[src/core/emu_serial_read_protect_pkg.sv]
/*
 * Constants for the configuration register bank: register offsets,
 * reset values, write masks, field positions and counts.
 * Assumes a 32-bit APB slave with byte addresses below 8'h40.
 */
package emu_serial_read_protect_pkg;

	// ******************************************************
	// Bus shape
	// ******************************************************
	localparam int unsigned DATA_W = 32;
	localparam int unsigned ADDR_W = 8;
	localparam int unsigned STRB_W = 4;
	localparam int unsigned NUM_REGS = 14;
	localparam logic [3:0] LAST_INDEX = 4'hd;

	// ******************************************************
	// Register byte offsets
	// ******************************************************
	localparam logic [7:0] OFS_SYSTEM_CONFIG_0 = 8'h00;
	localparam logic [7:0] OFS_EXT_IRQ_ENABLE_0 = 8'h04;
	localparam logic [7:0] OFS_PERIPH_CLOCK_GATE_0 = 8'h08;
	localparam logic [7:0] OFS_PERIPH_CLOCK_GATE_1 = 8'h0c;
	localparam logic [7:0] OFS_EMU_CLOCK_GATE_0 = 8'h10;
	localparam logic [7:0] OFS_EMU_CLOCK_GATE_1 = 8'h14;
	localparam logic [7:0] OFS_CLOCK_GATE_QUALIFIER_0 = 8'h18;
	localparam logic [7:0] OFS_CLOCK_GATE_QUALIFIER_1 = 8'h1c;
	localparam logic [7:0] OFS_TIMER_EXT_CLOCK_SELECT = 8'h20;
	localparam logic [7:0] OFS_EXT_IRQ_ENABLE_1 = 8'h24;
	localparam logic [7:0] OFS_EXT_IRQ_ENABLE_2 = 8'h28;
	localparam logic [7:0] OFS_EMU_SERIAL_PROTECTION = 8'h2c;
	localparam logic [7:0] OFS_SYSTEM_CONFIG_1 = 8'h30;
	localparam logic [7:0] OFS_PART_IDENTIFIER = 8'h34;

	// Word indices used by the core logic
	localparam logic [3:0] IDX_PCG0 = OFS_PERIPH_CLOCK_GATE_0[5:2];
	localparam logic [3:0] IDX_PCG1 = OFS_PERIPH_CLOCK_GATE_1[5:2];
	localparam logic [3:0] IDX_ECG0 = OFS_EMU_CLOCK_GATE_0[5:2];
	localparam logic [3:0] IDX_ECG1 = OFS_EMU_CLOCK_GATE_1[5:2];
	localparam logic [3:0] IDX_QUAL0 = OFS_CLOCK_GATE_QUALIFIER_0[5:2];
	localparam logic [3:0] IDX_QUAL1 = OFS_CLOCK_GATE_QUALIFIER_1[5:2];
	localparam logic [3:0] IDX_TIMSEL = OFS_TIMER_EXT_CLOCK_SELECT[5:2];
	localparam logic [3:0] IDX_PROT = OFS_EMU_SERIAL_PROTECTION[5:2];
	localparam logic [3:0] IDX_PART_ID = OFS_PART_IDENTIFIER[5:2];

	// ******************************************************
	// Reset values and writable bits, in index order
	// ******************************************************
	localparam logic [31:0] RST_PROT = 32'h0000_0000;
	localparam logic [31:0] MASK_PROT = 32'h0000_0073;
	localparam logic [31:0] RST_TABLE [NUM_REGS] = '{
		32'h0000_0000, 32'h0000_0000, 32'hffff_ffff, 32'hffff_ffff,
		32'hffff_ffff, 32'hffff_ffff, 32'h0000_0000, 32'h0000_0000,
		32'h0000_0000, 32'h0000_0000, 32'h0000_0000, RST_PROT,
		32'h0000_0000, 32'h0000_0000
	};
	localparam logic [31:0] MASK_TABLE [NUM_REGS] = '{
		32'h0000_0fff, 32'h0000_ffff, 32'hffff_ffff, 32'hffff_ffff,
		32'hffff_ffff, 32'hffff_ffff, 32'hffff_ffff, 32'hffff_ffff,
		32'h0000_03ff, 32'h0000_ffff, 32'h0000_ffff, MASK_PROT,
		32'h0000_00ff, 32'h0000_0000
	};
	// Arbitrary neutral identifier value
	localparam logic [31:0] PART_ID_VALUE = 32'h0000_0001;

	// ******************************************************
	// Protection fields
	// ******************************************************
	localparam int unsigned SPI_UNITS = 3;
	localparam int unsigned SPI_PROT_LSB = 4;
	localparam int unsigned UART_UNITS = 2;
	localparam int unsigned UART_PROT_LSB = 0;
	localparam int unsigned TIMSEL_W = 10;

	// ******************************************************
	// Flash power-on delay, in oscillator ticks
	// ******************************************************
	localparam int unsigned PON_CNT_W = 8;
	localparam logic [PON_CNT_W-1:0] FLASH_PON_RC_TICKS = 8'h10;

	typedef enum logic [1:0] {PON_READY, PON_WAIT} pon_state_t;

endpackage : emu_serial_read_protect_pkg

[src/core/serial_read_guard.sv]
/*
 * One receive-FIFO read qualifier for a serial unit.
 * Assumes the read strobe and emulation flag are on CLOCK.
 */
`timescale 1ns/1ps
`default_nettype none

module serial_read_guard (
	input wire logic clock,
	input wire logic rst,
	input wire logic emu_mode,
	input wire logic protect,
	input wire logic rx_read,
	output logic rx_pop
);

	// ******************************************************
	// Pop qualifier
	// ******************************************************
	// A protected read still returns the head frame; only the pop and
	// the flag update that rides on it are withheld.
	always_ff @(posedge clock) begin
		if (rst) begin
			rx_pop <= 1'b0;
		end else begin
			rx_pop <= rx_read & ~(emu_mode & protect); // RL1 RL7 RL12
		end
	end

	a_protected_no_pop: assert property (@(posedge clock) disable iff (rst)
		rx_read && emu_mode && protect |=> !rx_pop) // RL12
		else $error("protected emulation read popped the fifo");

	a_plain_read_pops: assert property (@(posedge clock) disable iff (rst)
		rx_read && !(emu_mode && protect) |=> rx_pop) // RL7
		else $error("unprotected read did not pop");

	a_no_spurious_pop: assert property (@(posedge clock) disable iff (rst)
		!$past(rx_read) |-> !rx_pop) // RL1
		else $error("pop without a read");

endmodule : serial_read_guard

`default_nettype wire

[src/core/emu_serial_read_protect.sv]
/*
 * Configuration register bank with serial-read protection in
 * emulation, clock gate enables, timer clock select, reference and
 * oscillator tick distribution, flash power-on delay.
 * Assumes an APB master on CLOCK; oscillator ticks arrive unsynced.
 */
// Register access over APB was chosen for this implementation.
// Operation
// RL1 - Unprotected read in emulation pops the frame and may change flags
// RL2 - Protection register sits at 2Ch, cleared to zero on reset
// RL3 - Software writes zero into the reserved bits 31:7
// RL4 - Bits 6:4 protect three buffered SPI units from emulation pops
// RL5 - Bits 1:0 protect two UARTs from emulation pops
// RL6 - Reserved bits 3:2 of protection register always read zero
// RL7 - Cleared protection bit means emulation reads pop as normal
// RL8 - Registers decoded at word offsets 00h through 34h
// RL9 - Module clocks come from system clock, gated by paired registers
// RL10 - Oscillator ticks drive wake-up timer and flash power-on delay
// RL11 - Counters may take the reference tick, free of system clock
// RL12 - Protected read leaves pointer, level and flags untouched
`timescale 1ns/1ps
`default_nettype none

module emu_serial_read_protect (
	input wire logic CLOCK,
	input wire logic SYS_RST,
	input wire logic PSEL,
	input wire logic PENABLE,
	input wire logic PWRITE,
	input wire logic [emu_serial_read_protect_pkg::ADDR_W-1:0] PADDR,
	input wire logic [emu_serial_read_protect_pkg::DATA_W-1:0] PWDATA,
	input wire logic [emu_serial_read_protect_pkg::STRB_W-1:0] PSTRB,
	output logic [emu_serial_read_protect_pkg::DATA_W-1:0] PRDATA,
	output logic PREADY,
	output logic PSLVERR,
	input wire logic EMU_MODE,
	input wire logic [emu_serial_read_protect_pkg::SPI_UNITS-1:0] SPI_RX_READ,
	input wire logic [emu_serial_read_protect_pkg::UART_UNITS-1:0] UART_RX_READ,
	output logic [emu_serial_read_protect_pkg::SPI_UNITS-1:0] SPI_RX_POP,
	output logic [emu_serial_read_protect_pkg::UART_UNITS-1:0] UART_RX_POP,
	output logic [31:0] MODULE_CLK_EN_0,
	output logic [31:0] MODULE_CLK_EN_1,
	output logic [emu_serial_read_protect_pkg::TIMSEL_W-1:0] TIM_EXTCLK_SEL,
	input wire logic REF_TICK,
	output logic TIMER_REF_TICK,
	input wire logic RC_TICK,
	output logic WAKEUP_TICK,
	input wire logic LOWPOWER_EXIT,
	output logic FLASH_READY
);
	import emu_serial_read_protect_pkg::*;

	// ******************************************************
	// Decode helpers
	// ******************************************************
	function automatic logic reg_hit(input logic [7:0] a);
		reg_hit = (a[1:0] == 2'b00) && (a[7:6] == 2'b00) &&
			(a[5:2] <= LAST_INDEX);
	endfunction : reg_hit

	function automatic logic [3:0] reg_index(input logic [7:0] a);
		reg_index = a[5:2];
	endfunction : reg_index

	function automatic logic [31:0] strobe_mask(input logic [3:0] s);
		strobe_mask = {{8{s[3]}}, {8{s[2]}}, {8{s[1]}}, {8{s[0]}}};
	endfunction : strobe_mask

	// Clock runs only when gate bit set and qualifier does not kill it;
	// in emulation the emulation gate must also allow it.
	function automatic logic [31:0] gate_enable(input logic [31:0] pcg,
		input logic [31:0] qual, input logic [31:0] ecg, input logic emu);
		gate_enable = pcg & ~qual & (emu ? ecg : 32'hffff_ffff);
	endfunction : gate_enable

	// ******************************************************
	// APB slave
	// ******************************************************
	logic [31:0] regs_r [NUM_REGS];
	logic pready_r;
	logic pslverr_r;
	logic [31:0] prdata_r;
	logic setup_phase;
	logic wr_en;
	logic [3:0] wr_idx;
	logic [31:0] rd_val;

	assign setup_phase = PSEL & ~PENABLE;
	assign wr_idx = reg_index(PADDR);
	assign wr_en = PSEL & PENABLE & pready_r & PWRITE & reg_hit(PADDR); // RL8

	// One wait-free access phase: ready rises the cycle after setup.
	always_ff @(posedge CLOCK) begin
		if (SYS_RST) begin
			pready_r <= 1'b0;
		end else begin
			pready_r <= setup_phase;
		end
	end

	always_comb begin
		rd_val = 32'h0000_0000;
		if (reg_hit(PADDR)) begin
			if (reg_index(PADDR) == IDX_PART_ID) begin
				rd_val = PART_ID_VALUE;
			end else begin
				rd_val = regs_r[reg_index(PADDR)]; // RL8
			end
		end
	end

	// Read data and error latched at setup, stable through access.
	always_ff @(posedge CLOCK) begin
		if (SYS_RST) begin
			prdata_r <= 32'h0000_0000;
			pslverr_r <= 1'b0;
		end else if (setup_phase) begin
			prdata_r <= PWRITE ? 32'h0000_0000 : rd_val;
			pslverr_r <= ~reg_hit(PADDR); // RL8
		end else if (!PSEL) begin
			pslverr_r <= 1'b0;
		end
	end

	assign PRDATA = prdata_r;
	assign PREADY = pready_r;
	assign PSLVERR = pslverr_r;

	// ******************************************************
	// Register storage
	// ******************************************************
	// Masked storage keeps reserved bits at their reset level, so a
	// careless write to them is harmless.
	for (genvar i = 0; i < NUM_REGS; i++) begin : g_reg
		if (i == IDX_PART_ID) begin : g_const
			always_ff @(posedge CLOCK) begin
				regs_r[i] <= PART_ID_VALUE;
			end
		end else begin : g_rw
			always_ff @(posedge CLOCK) begin
				if (SYS_RST) begin
					regs_r[i] <= RST_TABLE[i]; // RL2
				end else if (wr_en && wr_idx == 4'(i)) begin
					regs_r[i] <= (regs_r[i] & ~(strobe_mask(PSTRB) &
						MASK_TABLE[i])) | (PWDATA & strobe_mask(PSTRB) &
						MASK_TABLE[i]); // RL3 RL6
				end
			end
		end
	end

	// ******************************************************
	// Serial read guards
	// ******************************************************
	for (genvar s = 0; s < SPI_UNITS; s++) begin : g_spi
		serial_read_guard u_guard (
			.clock(CLOCK),
			.rst(SYS_RST),
			.emu_mode(EMU_MODE),
			.protect(regs_r[IDX_PROT][SPI_PROT_LSB+s]), // RL4
			.rx_read(SPI_RX_READ[s]),
			.rx_pop(SPI_RX_POP[s])
		);
	end

	for (genvar u = 0; u < UART_UNITS; u++) begin : g_uart
		serial_read_guard u_guard (
			.clock(CLOCK),
			.rst(SYS_RST),
			.emu_mode(EMU_MODE),
			.protect(regs_r[IDX_PROT][UART_PROT_LSB+u]), // RL5
			.rx_read(UART_RX_READ[u]),
			.rx_pop(UART_RX_POP[u])
		);
	end

	// ******************************************************
	// Module clock enables and timer clock select
	// ******************************************************
	always_ff @(posedge CLOCK) begin
		if (SYS_RST) begin
			MODULE_CLK_EN_0 <= 32'h0000_0000;
			MODULE_CLK_EN_1 <= 32'h0000_0000;
		end else begin
			MODULE_CLK_EN_0 <= gate_enable(regs_r[IDX_PCG0],
				regs_r[IDX_QUAL0], regs_r[IDX_ECG0], EMU_MODE); // RL9
			MODULE_CLK_EN_1 <= gate_enable(regs_r[IDX_PCG1],
				regs_r[IDX_QUAL1], regs_r[IDX_ECG1], EMU_MODE); // RL9
		end
	end

	always_ff @(posedge CLOCK) begin
		if (SYS_RST) begin
			TIM_EXTCLK_SEL <= '0;
		end else begin
			TIM_EXTCLK_SEL <= regs_r[IDX_TIMSEL][TIMSEL_W-1:0]; // RL11
		end
	end

	// ******************************************************
	// Tick synchronisers
	// ******************************************************
	logic ref_meta_r;
	logic ref_sync_r;
	logic ref_prev_r;
	logic rc_meta_r;
	logic rc_sync_r;
	logic rc_prev_r;
	logic rc_edge;

	always_ff @(posedge CLOCK) begin
		if (SYS_RST) begin
			ref_meta_r <= 1'b0;
			ref_sync_r <= 1'b0;
			ref_prev_r <= 1'b0;
			TIMER_REF_TICK <= 1'b0;
		end else begin
			ref_meta_r <= REF_TICK;
			ref_sync_r <= ref_meta_r;
			ref_prev_r <= ref_sync_r;
			// Not divided or gated: timebase survives slow clock settings
			TIMER_REF_TICK <= ref_sync_r & ~ref_prev_r; // RL11
		end
	end

	always_ff @(posedge CLOCK) begin
		if (SYS_RST) begin
			rc_meta_r <= 1'b0;
			rc_sync_r <= 1'b0;
			rc_prev_r <= 1'b0;
			WAKEUP_TICK <= 1'b0;
		end else begin
			rc_meta_r <= RC_TICK;
			rc_sync_r <= rc_meta_r;
			rc_prev_r <= rc_sync_r;
			WAKEUP_TICK <= rc_edge; // RL10
		end
	end

	assign rc_edge = rc_sync_r & ~rc_prev_r;

	// ******************************************************
	// Flash power-on delay
	// ******************************************************
	pon_state_t pon_state_r;
	logic [PON_CNT_W-1:0] pon_cnt_r;

	always_ff @(posedge CLOCK) begin
		if (SYS_RST) begin
			pon_state_r <= PON_READY;
			pon_cnt_r <= '0;
		end else begin
			unique case (pon_state_r)
				PON_READY: begin
					if (LOWPOWER_EXIT) begin
						pon_state_r <= PON_WAIT;
						pon_cnt_r <= '0;
					end
				end
				PON_WAIT: begin
					if (rc_edge) begin
						if (pon_cnt_r == FLASH_PON_RC_TICKS - 8'h01) begin
							pon_state_r <= PON_READY; // RL10
						end
						pon_cnt_r <= pon_cnt_r + 8'h01;
					end
				end
			endcase
		end
	end

	always_ff @(posedge CLOCK) begin
		if (SYS_RST) begin
			FLASH_READY <= 1'b1;
		end else begin
			FLASH_READY <= (pon_state_r == PON_READY) & ~LOWPOWER_EXIT;
		end
	end

	// ******************************************************
	// Checks
	// ******************************************************
	a_prot_reset_zero: assert property (@(posedge CLOCK)
		$fell(SYS_RST) |-> regs_r[IDX_PROT] == 32'h0000_0000) // RL2
		else $error("protection register not zero after reset");

	a_prot_reserved_zero: assert property (@(posedge CLOCK)
		disable iff (SYS_RST)
		regs_r[IDX_PROT][3:2] == 2'b00 && regs_r[IDX_PROT][31:7] == '0) // RL6
		else $error("reserved protection bits not zero");

	a_prot_write_lands: assert property (@(posedge CLOCK)
		disable iff (SYS_RST)
		wr_en && wr_idx == IDX_PROT && PSTRB == 4'hf |=>
		regs_r[IDX_PROT] == ($past(PWDATA) & MASK_PROT)) // RL2
		else $error("protection register write lost");

	a_apb_ready_next: assert property (@(posedge CLOCK)
		disable iff (SYS_RST)
		PSEL && !PENABLE |=> PREADY ##1 !PREADY) // RL8
		else $error("ready not one cycle after setup");

	a_unmapped_error: assert property (@(posedge CLOCK)
		disable iff (SYS_RST)
		PSEL && !PENABLE && !reg_hit(PADDR) |=>
		PSLVERR && PRDATA == 32'h0000_0000) // RL8
		else $error("unmapped access not flagged");

	a_qualifier_kills: assert property (@(posedge CLOCK)
		disable iff (SYS_RST)
		regs_r[IDX_QUAL0][0] && regs_r[IDX_PCG0][0] |=>
		!MODULE_CLK_EN_0[0]) // RL9
		else $error("qualified gate left clock running");

	a_emu_stretch: assert property (@(posedge CLOCK)
		disable iff (SYS_RST)
		EMU_MODE && !regs_r[IDX_ECG1][0] |=> !MODULE_CLK_EN_1[0]) // RL9
		else $error("emulation gate left clock running");

	a_timer_select: assert property (@(posedge CLOCK)
		disable iff (SYS_RST)
		##1 TIM_EXTCLK_SEL == $past(regs_r[IDX_TIMSEL][9:0])) // RL11
		else $error("timer clock select not following register");

	a_wakeup_pulse: assert property (@(posedge CLOCK)
		disable iff (SYS_RST)
		WAKEUP_TICK |=> !WAKEUP_TICK) // RL10
		else $error("wake-up tick longer than one cycle");

	a_flash_delay: assert property (@(posedge CLOCK)
		disable iff (SYS_RST)
		LOWPOWER_EXIT && pon_state_r == PON_READY |=>
		!FLASH_READY ##1 !FLASH_READY) // RL10
		else $error("flash ready before power-on delay");

endmodule : emu_serial_read_protect

`default_nettype wire

[config.mk]
export PLATFORM = sky130hd
export DESIGN_NAME = emu_serial_read_protect
export DESIGN_NICKNAME = d
export VERILOG_FILES = /design/src/core/emu_serial_read_protect_pkg.sv /design/src/core/serial_read_guard.sv /design/src/core/emu_serial_read_protect.sv
export SDC_FILE = /design/constraint.sdc
export NUM_CORES = 1
export LEC_CHECK = 0
export BUFFER_PORTS_ARGS = -buffer_cell sky130_fd_sc_hd__buf_2
export CORE_MARGIN = 5
export CORE_UTILIZATION = 24
export CTS_BUF_LIST = sky130_fd_sc_hd__clkbuf_8
export DETAILED_ROUTE_END_ITERATION = 8
export PLACE_DENSITY = 0.46
export SETUP_SLACK_MARGIN = 0.4
export SYNTH_ARGS = -nofsm -noshare
export SYNTH_HDL_FRONTEND = slang
export SYNTH_HIERARCHICAL = 1
export SYNTH_SLANG_ARGS = --single-unit
[constraint.sdc]
create_clock -name CLOCK -period 3.3 [get_ports CLOCK]
set_clock_uncertainty 0.1 [all_clocks]
set_input_delay 0.33 -clock CLOCK [delete_from_list [all_inputs] [get_ports CLOCK]]
set_output_delay 0.33 -clock CLOCK [all_outputs]
set_load 0.02 [all_outputs]
**Word level (Yosys, flattened, before mapping)**

Memory sizes are Yosys's and may differ from the RTL's. A register that Yosys moved wholly into a read port is not among the register bits.
Index checks and enable logic that the tools add are counted.

- Flip-flop bits (word level): 122
- Memory bits (writable): 448
- Input port bits: 58
- Logic and storage cells: 212
- Memories kept: 1

Memory list:

| memory | depth | width | rd ports | clocked after memory_dff | write ports | RTL line | RTL |
|---|---|---|---|---|---|---|---|
| regs_r | 14 | 32 | 15 | 1 | 14 | emu_serial_read_protect.sv:79 | `logic [31:0] regs_r [NUM_REGS];` |

- Add/subtract/negate cells: 1
- $lt $le $gt $ge: 1
- Eq/ne operators: 19
- Muxes and demuxes: 68
- Bitwise logic cells: 80
- Reduce and logical (&&, ||, !) cells: 21

Operators by type and width:

| kind | count |
|---|---|
| $and 32x32->32 | 18 |
| $mux 32 | 18 |
| $or 32x32->32 | 6 |
| $not 32->32 | 3 |
| $or 32x16->32 | 3 |
| $mux 1 | 43 |
| $not 10->32 | 1 |
| $not 12->32 | 1 |
| $not 16->32 | 1 |
| $not 7->32 | 1 |
| $not 8->32 | 1 |
| $or 32x10->32 | 1 |
| $or 32x12->32 | 1 |
| $or 32x7->32 | 1 |
| $or 32x8->32 | 1 |
| $eq 4x4->1 const B | 6 |
| $and 1x1->1 | 18 |
| $eq 4x3->1 const B | 4 |
| $mux 8 | 2 |
| $pmux 8 s2 | 1 |
| $logic_and 1x1->1 | 15 |
| $or 1x1->1 | 13 |
| $not 1->1 | 10 |
| $add 8x1->8 const B | 1 |
| other kinds (13) | 20 |

**Longest topological paths before layout**

- Word-level depth: 9
- Mapped depth: 8
- Depth with buffers taken out: 5

**By module**

Netlist, hierarchy kept.

By module, submodules not included:

| module | instances | cells an instance | area each (um^2) | sequential area each (um^2) |
|---|---|---|---|---|
| emu_serial_read_protect | 1 | 1596 | 18607.8 | 10780.3 |
| serial_read_guard | 5 | 3 | 36.3 | 20.0 |

**Worst setup path after synthesis**

No wires, ideal clock.

- Path kind: in2reg
- Start point: input port PADDR[1] (netlist name)
- End point: memory regs_r[4][0], enable pin
- Setup time: 388 ps
- Arrival: 2329 ps
- Required time: 2812 ps
- Setup slack: 483 ps
- Cell stages on the path: 5
- Path through: or4_4 buf_6 or2_4 nor3_1 a21o_1

RTL lines:

| what | RTL line | RTL |
|---|---|---|
| start: declaration | emu_serial_read_protect.sv:30 | `input wire logic [emu_serial_read_protect_pkg::ADDR_W-1:0] PADDR,` |
| end: declaration | emu_serial_read_protect.sv:79 |  |

**Worst setup path in the final report**

- Start point: input port PADDR[2] (netlist name)
- End point: register prdata_r[9] (netlist: PRDATA[9])

- Cells in the longest elaborated chain, start to end: 4
- Elaborated cells between the ends (all ways): 7

Ends and longest elaborated chain:

| what | RTL line | RTL |
|---|---|---|
| $mem_v2 14x32 (tied with other cells) | -- |  |
| $mux 32 or $logic_and 1x1->1 (tied branches) | emu_serial_read_protect.sv:104, emu_serial_read_protect.sv:57 |  |
| $mux 32 * | emu_serial_read_protect.sv:103 | `if (reg_hit(PADDR)) begin` |
| $mux 32 * | emu_serial_read_protect.sv:118 | `prdata_r <= PWRITE ? 32'h0000_0000 : rd_val;` |
| end signal: assignment | emu_serial_read_protect.sv:118 |  |
| end: declaration | emu_serial_read_protect.sv:82 | `logic [31:0] prdata_r;` |

Mark *: on every way between the ends. The rest lies on a longest branch, timed or not.
A chain may end at the register's enable or synchronous reset.

==> results by group <==
Worst setup path
  • CP max stage delay: 0.59 ns
  • Critical Path Start Type: input pin
  • Critical-path maximum fanout: 27
  • Crit path required time: around 3.8 ns
  • Worst-path cell chain: dlygate4sd3_1 -> buf_4 -> buf_4 -> mux4_2 -> mux2_2 -> nand2_1 -> a31oi_1 -> dlygate4sd3_1
  • WP data arrival: 3.12 ns
  • Crit Path Class: input pin to register
  • Slowest-stage cell, CP: mux4_2
  • CP Capture Type: register

Drt
  • Vias: around 14,000
  • Post-route DRC: 0
  • Wire per inst: ~22 um
  • DRT iter0 DRCs: 1,180
  • Post-DRT Antenna Nets: 0
  • First drt pass iteration count: 6
  • Via/cell ratio: ~4.7
  • Total wire length: ~63,000 um

Logic synthesis
  • Mapped Cells: ~1,600
  • Mapped Avg Cell Area: roughly 12 um2
  • Register area share after synthesis: 57.91%
  • Asr flop ratio synth: 0%
  • Unique masters post-synth: 59
  • Number of flops mapped to enable cells by yosys: between 200 and 300
  • Cell Area, Synth: about 0.019 mm2
  • Yosys Warn Count: 6
  • Post-synth top flop: edfxtp_1
  • #FFs+latches synth: approximately 410
  • Syn_nets: between 1,500 and 2,000

Finish
  • Area grow syn2layout: 21.36%
  • Nets: 1,867
  • Layout cells sized above 1: 22.18%
  • Commonest non-fill, non-tap cells in the layout: 275 x nand2b_1, 275 x edfxtp_1, 174 x a21oi_1
  • Final Cell Area: 0.02280 mm2
  • Fillers: 8,069

Timing
  • Setup ws final: about 0.63 ns
  • Final hold slack: 0.08872 ns
  • Final period util: around four fifths
  • Rel. slew slack: around 21%
  • Setup TNS Final: 0 ns
  • Worst-Margin Slew: 1.186 ns
  • Achievable clock frequency: 374.2 MHz
  • Count of final hold-check violations: 0
  • RSZ-0062 raised after global routing: no
  • Crit path time final: ~2.7 ns
  • Final setup viols: 0
  • Max-slew violations: 0

Placement
  • Gpl congestion: between 0.7 and 0.8
  • Post-Place Worst Slack: about 0.42 ns
  • PortBufs: 173
  • HPWL after DPL: approximately 40,000 um
  • Post-DP Area: 0.02094 mm2

Floorplan
  • Cell Rows: 102
  • # IOs: roughly 170
  • Die width: slightly below 300 um
  • Die Y: approximately 290 um
  • Initial Utilization: approximately 24%
  • Core area: just under 0.08 mm2
  • Die Area: around 0.084 mm2

Global route
  • GRT Overall Usage: between 10 and 15%
  • Total grt overflow: 0
  • Vias in the first global route: between 10,000 and 15,000
  • First-pass GRT wire length: 94,180 um
  • Antenna violations before repair: 2
  • Largest net degree at the start of global routing: 60

Clocking
  • Max Buffers Root-to-Sink: 3
  • Worst-Skew Late Latency: roughly 0.67 ns
  • Cts repair resizes: 0
  • CTS Sinks: roughly 410
  • Total CTS buffers: 75
  • Reg clk slew, reported paths: 0.06 ns
  • TritonCTS clock tree: yes
  • H-tree Lvls: 3
  • Root buf cell: clkbuf_8

Power
  • Pint: ~0.0087 W
  • Clock power share: a little over two fifths
  • Cell Pwr Density: ~510 mW/mm2
  • Reg power frac: 48.0%
  • Switch share: between 20% and 30%
  • Psw: 0.003001 W
  • Combinational share of power: 8.2%
  • Peak supply drop: 0.2377 mV
  • P_leak: 7.797 nW

Worst hold path
  • Worst min path class: input pin to register

Flow run
  • Max-Cap Viols: 0

Outcome
  • Status: finished, final reports clean
## power groups by stage
stage | sequential (W) | combinational (W) | clock, W
after global placement | 0.00571 | 0.000942 | 0
final | 0.00560 | 0.000961 | 0.00510
after detailed placement | 0.00571 | 0.000943 | 0
after CTS | 0.00560 | 0.000976 | 0.00529
after global routing | 0.00561 | 0.00103 | 0.00551
after floorplan | 0.00576 | 0.000503 | 0
## cell families (layout without fill, tap and decap cells)
| group | count (synthesis) | count (layout) | synth area share, % |
|---|---|---|---|
| multiplexers | 82 | 82 | 7.338 |
| adder cells (fa/ha/maj) | 1 | 1 | 0.06658 |
| flip-flops | 406 | 406 | 57.91 |
| AND/OR/NAND/NOR | 703 | 703 | 22.37 |
| other | 0 | 3 | 0 |
| XOR/XNOR | 4 | 4 | 0.1864 |
| AO/OA/AOI/OAI | 281 | 281 | 8.997 |
| buffers and inverters | 134 | 394 | 3.130 |
## sequential cells by signal, summed over array words and instances, names as in the netlist, 2 cells and up
register / count
PRDATA: 32
g_spi.u_guard/rx_pop: 3
MODULE_CLK_EN_1: 32
MODULE_CLK_EN_0: 32
TIM_EXTCLK_SEL: 10
g_uart.u_guard/rx_pop: 2
pon_cnt_r: 8
regs_r: 275
## stage by stage
| stage | cells | utilization [%] | total power, W |
|---|---|---|---|
| 6_report | 2914 | 29.39 | 0.01167 |
| 5_1_grt | 2912 | 29.38 | 0.01216 |
| 3_3_place_gp | 2742 | 26.98 | 0.006650 |
| 3_5_place_dp | 2742 | 26.98 | 0.006653 |
| 2_1_floorplan | 1611 | - | 0.006259 |
| 4_1_cts | 2911 | 29.38 | 0.01187 |
## worst max-delay path: cells and delay by family
kind / cells / cell delay, ns
AO/OA/AOI/OAI: 1 / 0.06
buffers and inverters: 4 / 1.72
multiplexers: 2 / 0.91
AND/OR/NAND/NOR: 1 / 0.07
## final timing paths
kind | slack (ns) | to | cells past startpoint | startpoint
max reg2reg | 0.74 | regs_r[4][8] | 5 | PREADY
min reg2reg | 0.30 | TIMER_REF_TICK | 1 | ref_prev_r
max | 0.63 | PRDATA[9] | 8 | PADDR[2]
min | 0.09 | regs_r[4][28] | 3 | PWDATA[28]
## cell type report
class	instances	area, um2	area share (%)
sequential	406	10880	47.72
multi-input combinational	1071	7355	32.25
timing repair buffer	247	1664	7.298
tap	1040	1301	5.707
clock buffer	85	1170	5.131
clock inverter	55	397.9	1.745
inverter	7	26.28	0.1152
antenna	3	7.507	0.03292
## timing repair
item                      in CTS  in global routing
hold endpoints to repair      64                  0
buffers inserted               0                  0
hold buffers                  29                  0
## cells in the mapped netlist (all sizes together), types with 3 or more instances
cell type / instances / area share [%]
a22oi: 12 / 0.48
clkbuf: 89 / 1.8
o21ai: 29 / 0.77
nor2: 35 / 0.71
a222oi: 3 / 0.16
a21o: 3 / 0.12
mux4: 44 / 5.3
o211ai: 4 / 0.16
mux2i: 32 / 1.7
or3: 4 / 0.16
a31o: 7 / 0.33
nor4b: 65 / 3.1
nand2: 73 / 1.5
nand2b: 275 / 9.2
a311o: 3 / 0.16
a221oi: 11 / 0.51
a211oi: 9 / 0.49
a22o: 6 / 0.28
xor2: 4 / 0.19
nand3: 132 / 3.5
nor4: 4 / 0.21
a41o: 3 / 0.16
nor3: 7 / 0.19
nor2b: 87 / 2.9
mux2: 6 / 0.36
a21oi: 174 / 4.6
buf: 38 / 1.2
o2bb2ai: 6 / 0.28
edfxtp: 275 / 44
inv: 7 / 0.14
dfxtp: 131 / 14
a31oi: 3 / 0.10
or2: 6 / 0.21
## metal layers
layer	up-vias	routed length (um)	track usage [%]
li1	6324	-	-
met1	6890	29460	20.47
met2	447	29110	22.86
met3	102	3506	2.837
met4	0	1210	3.625
met5	-	0	0
(Power assumes the default switching activity.)
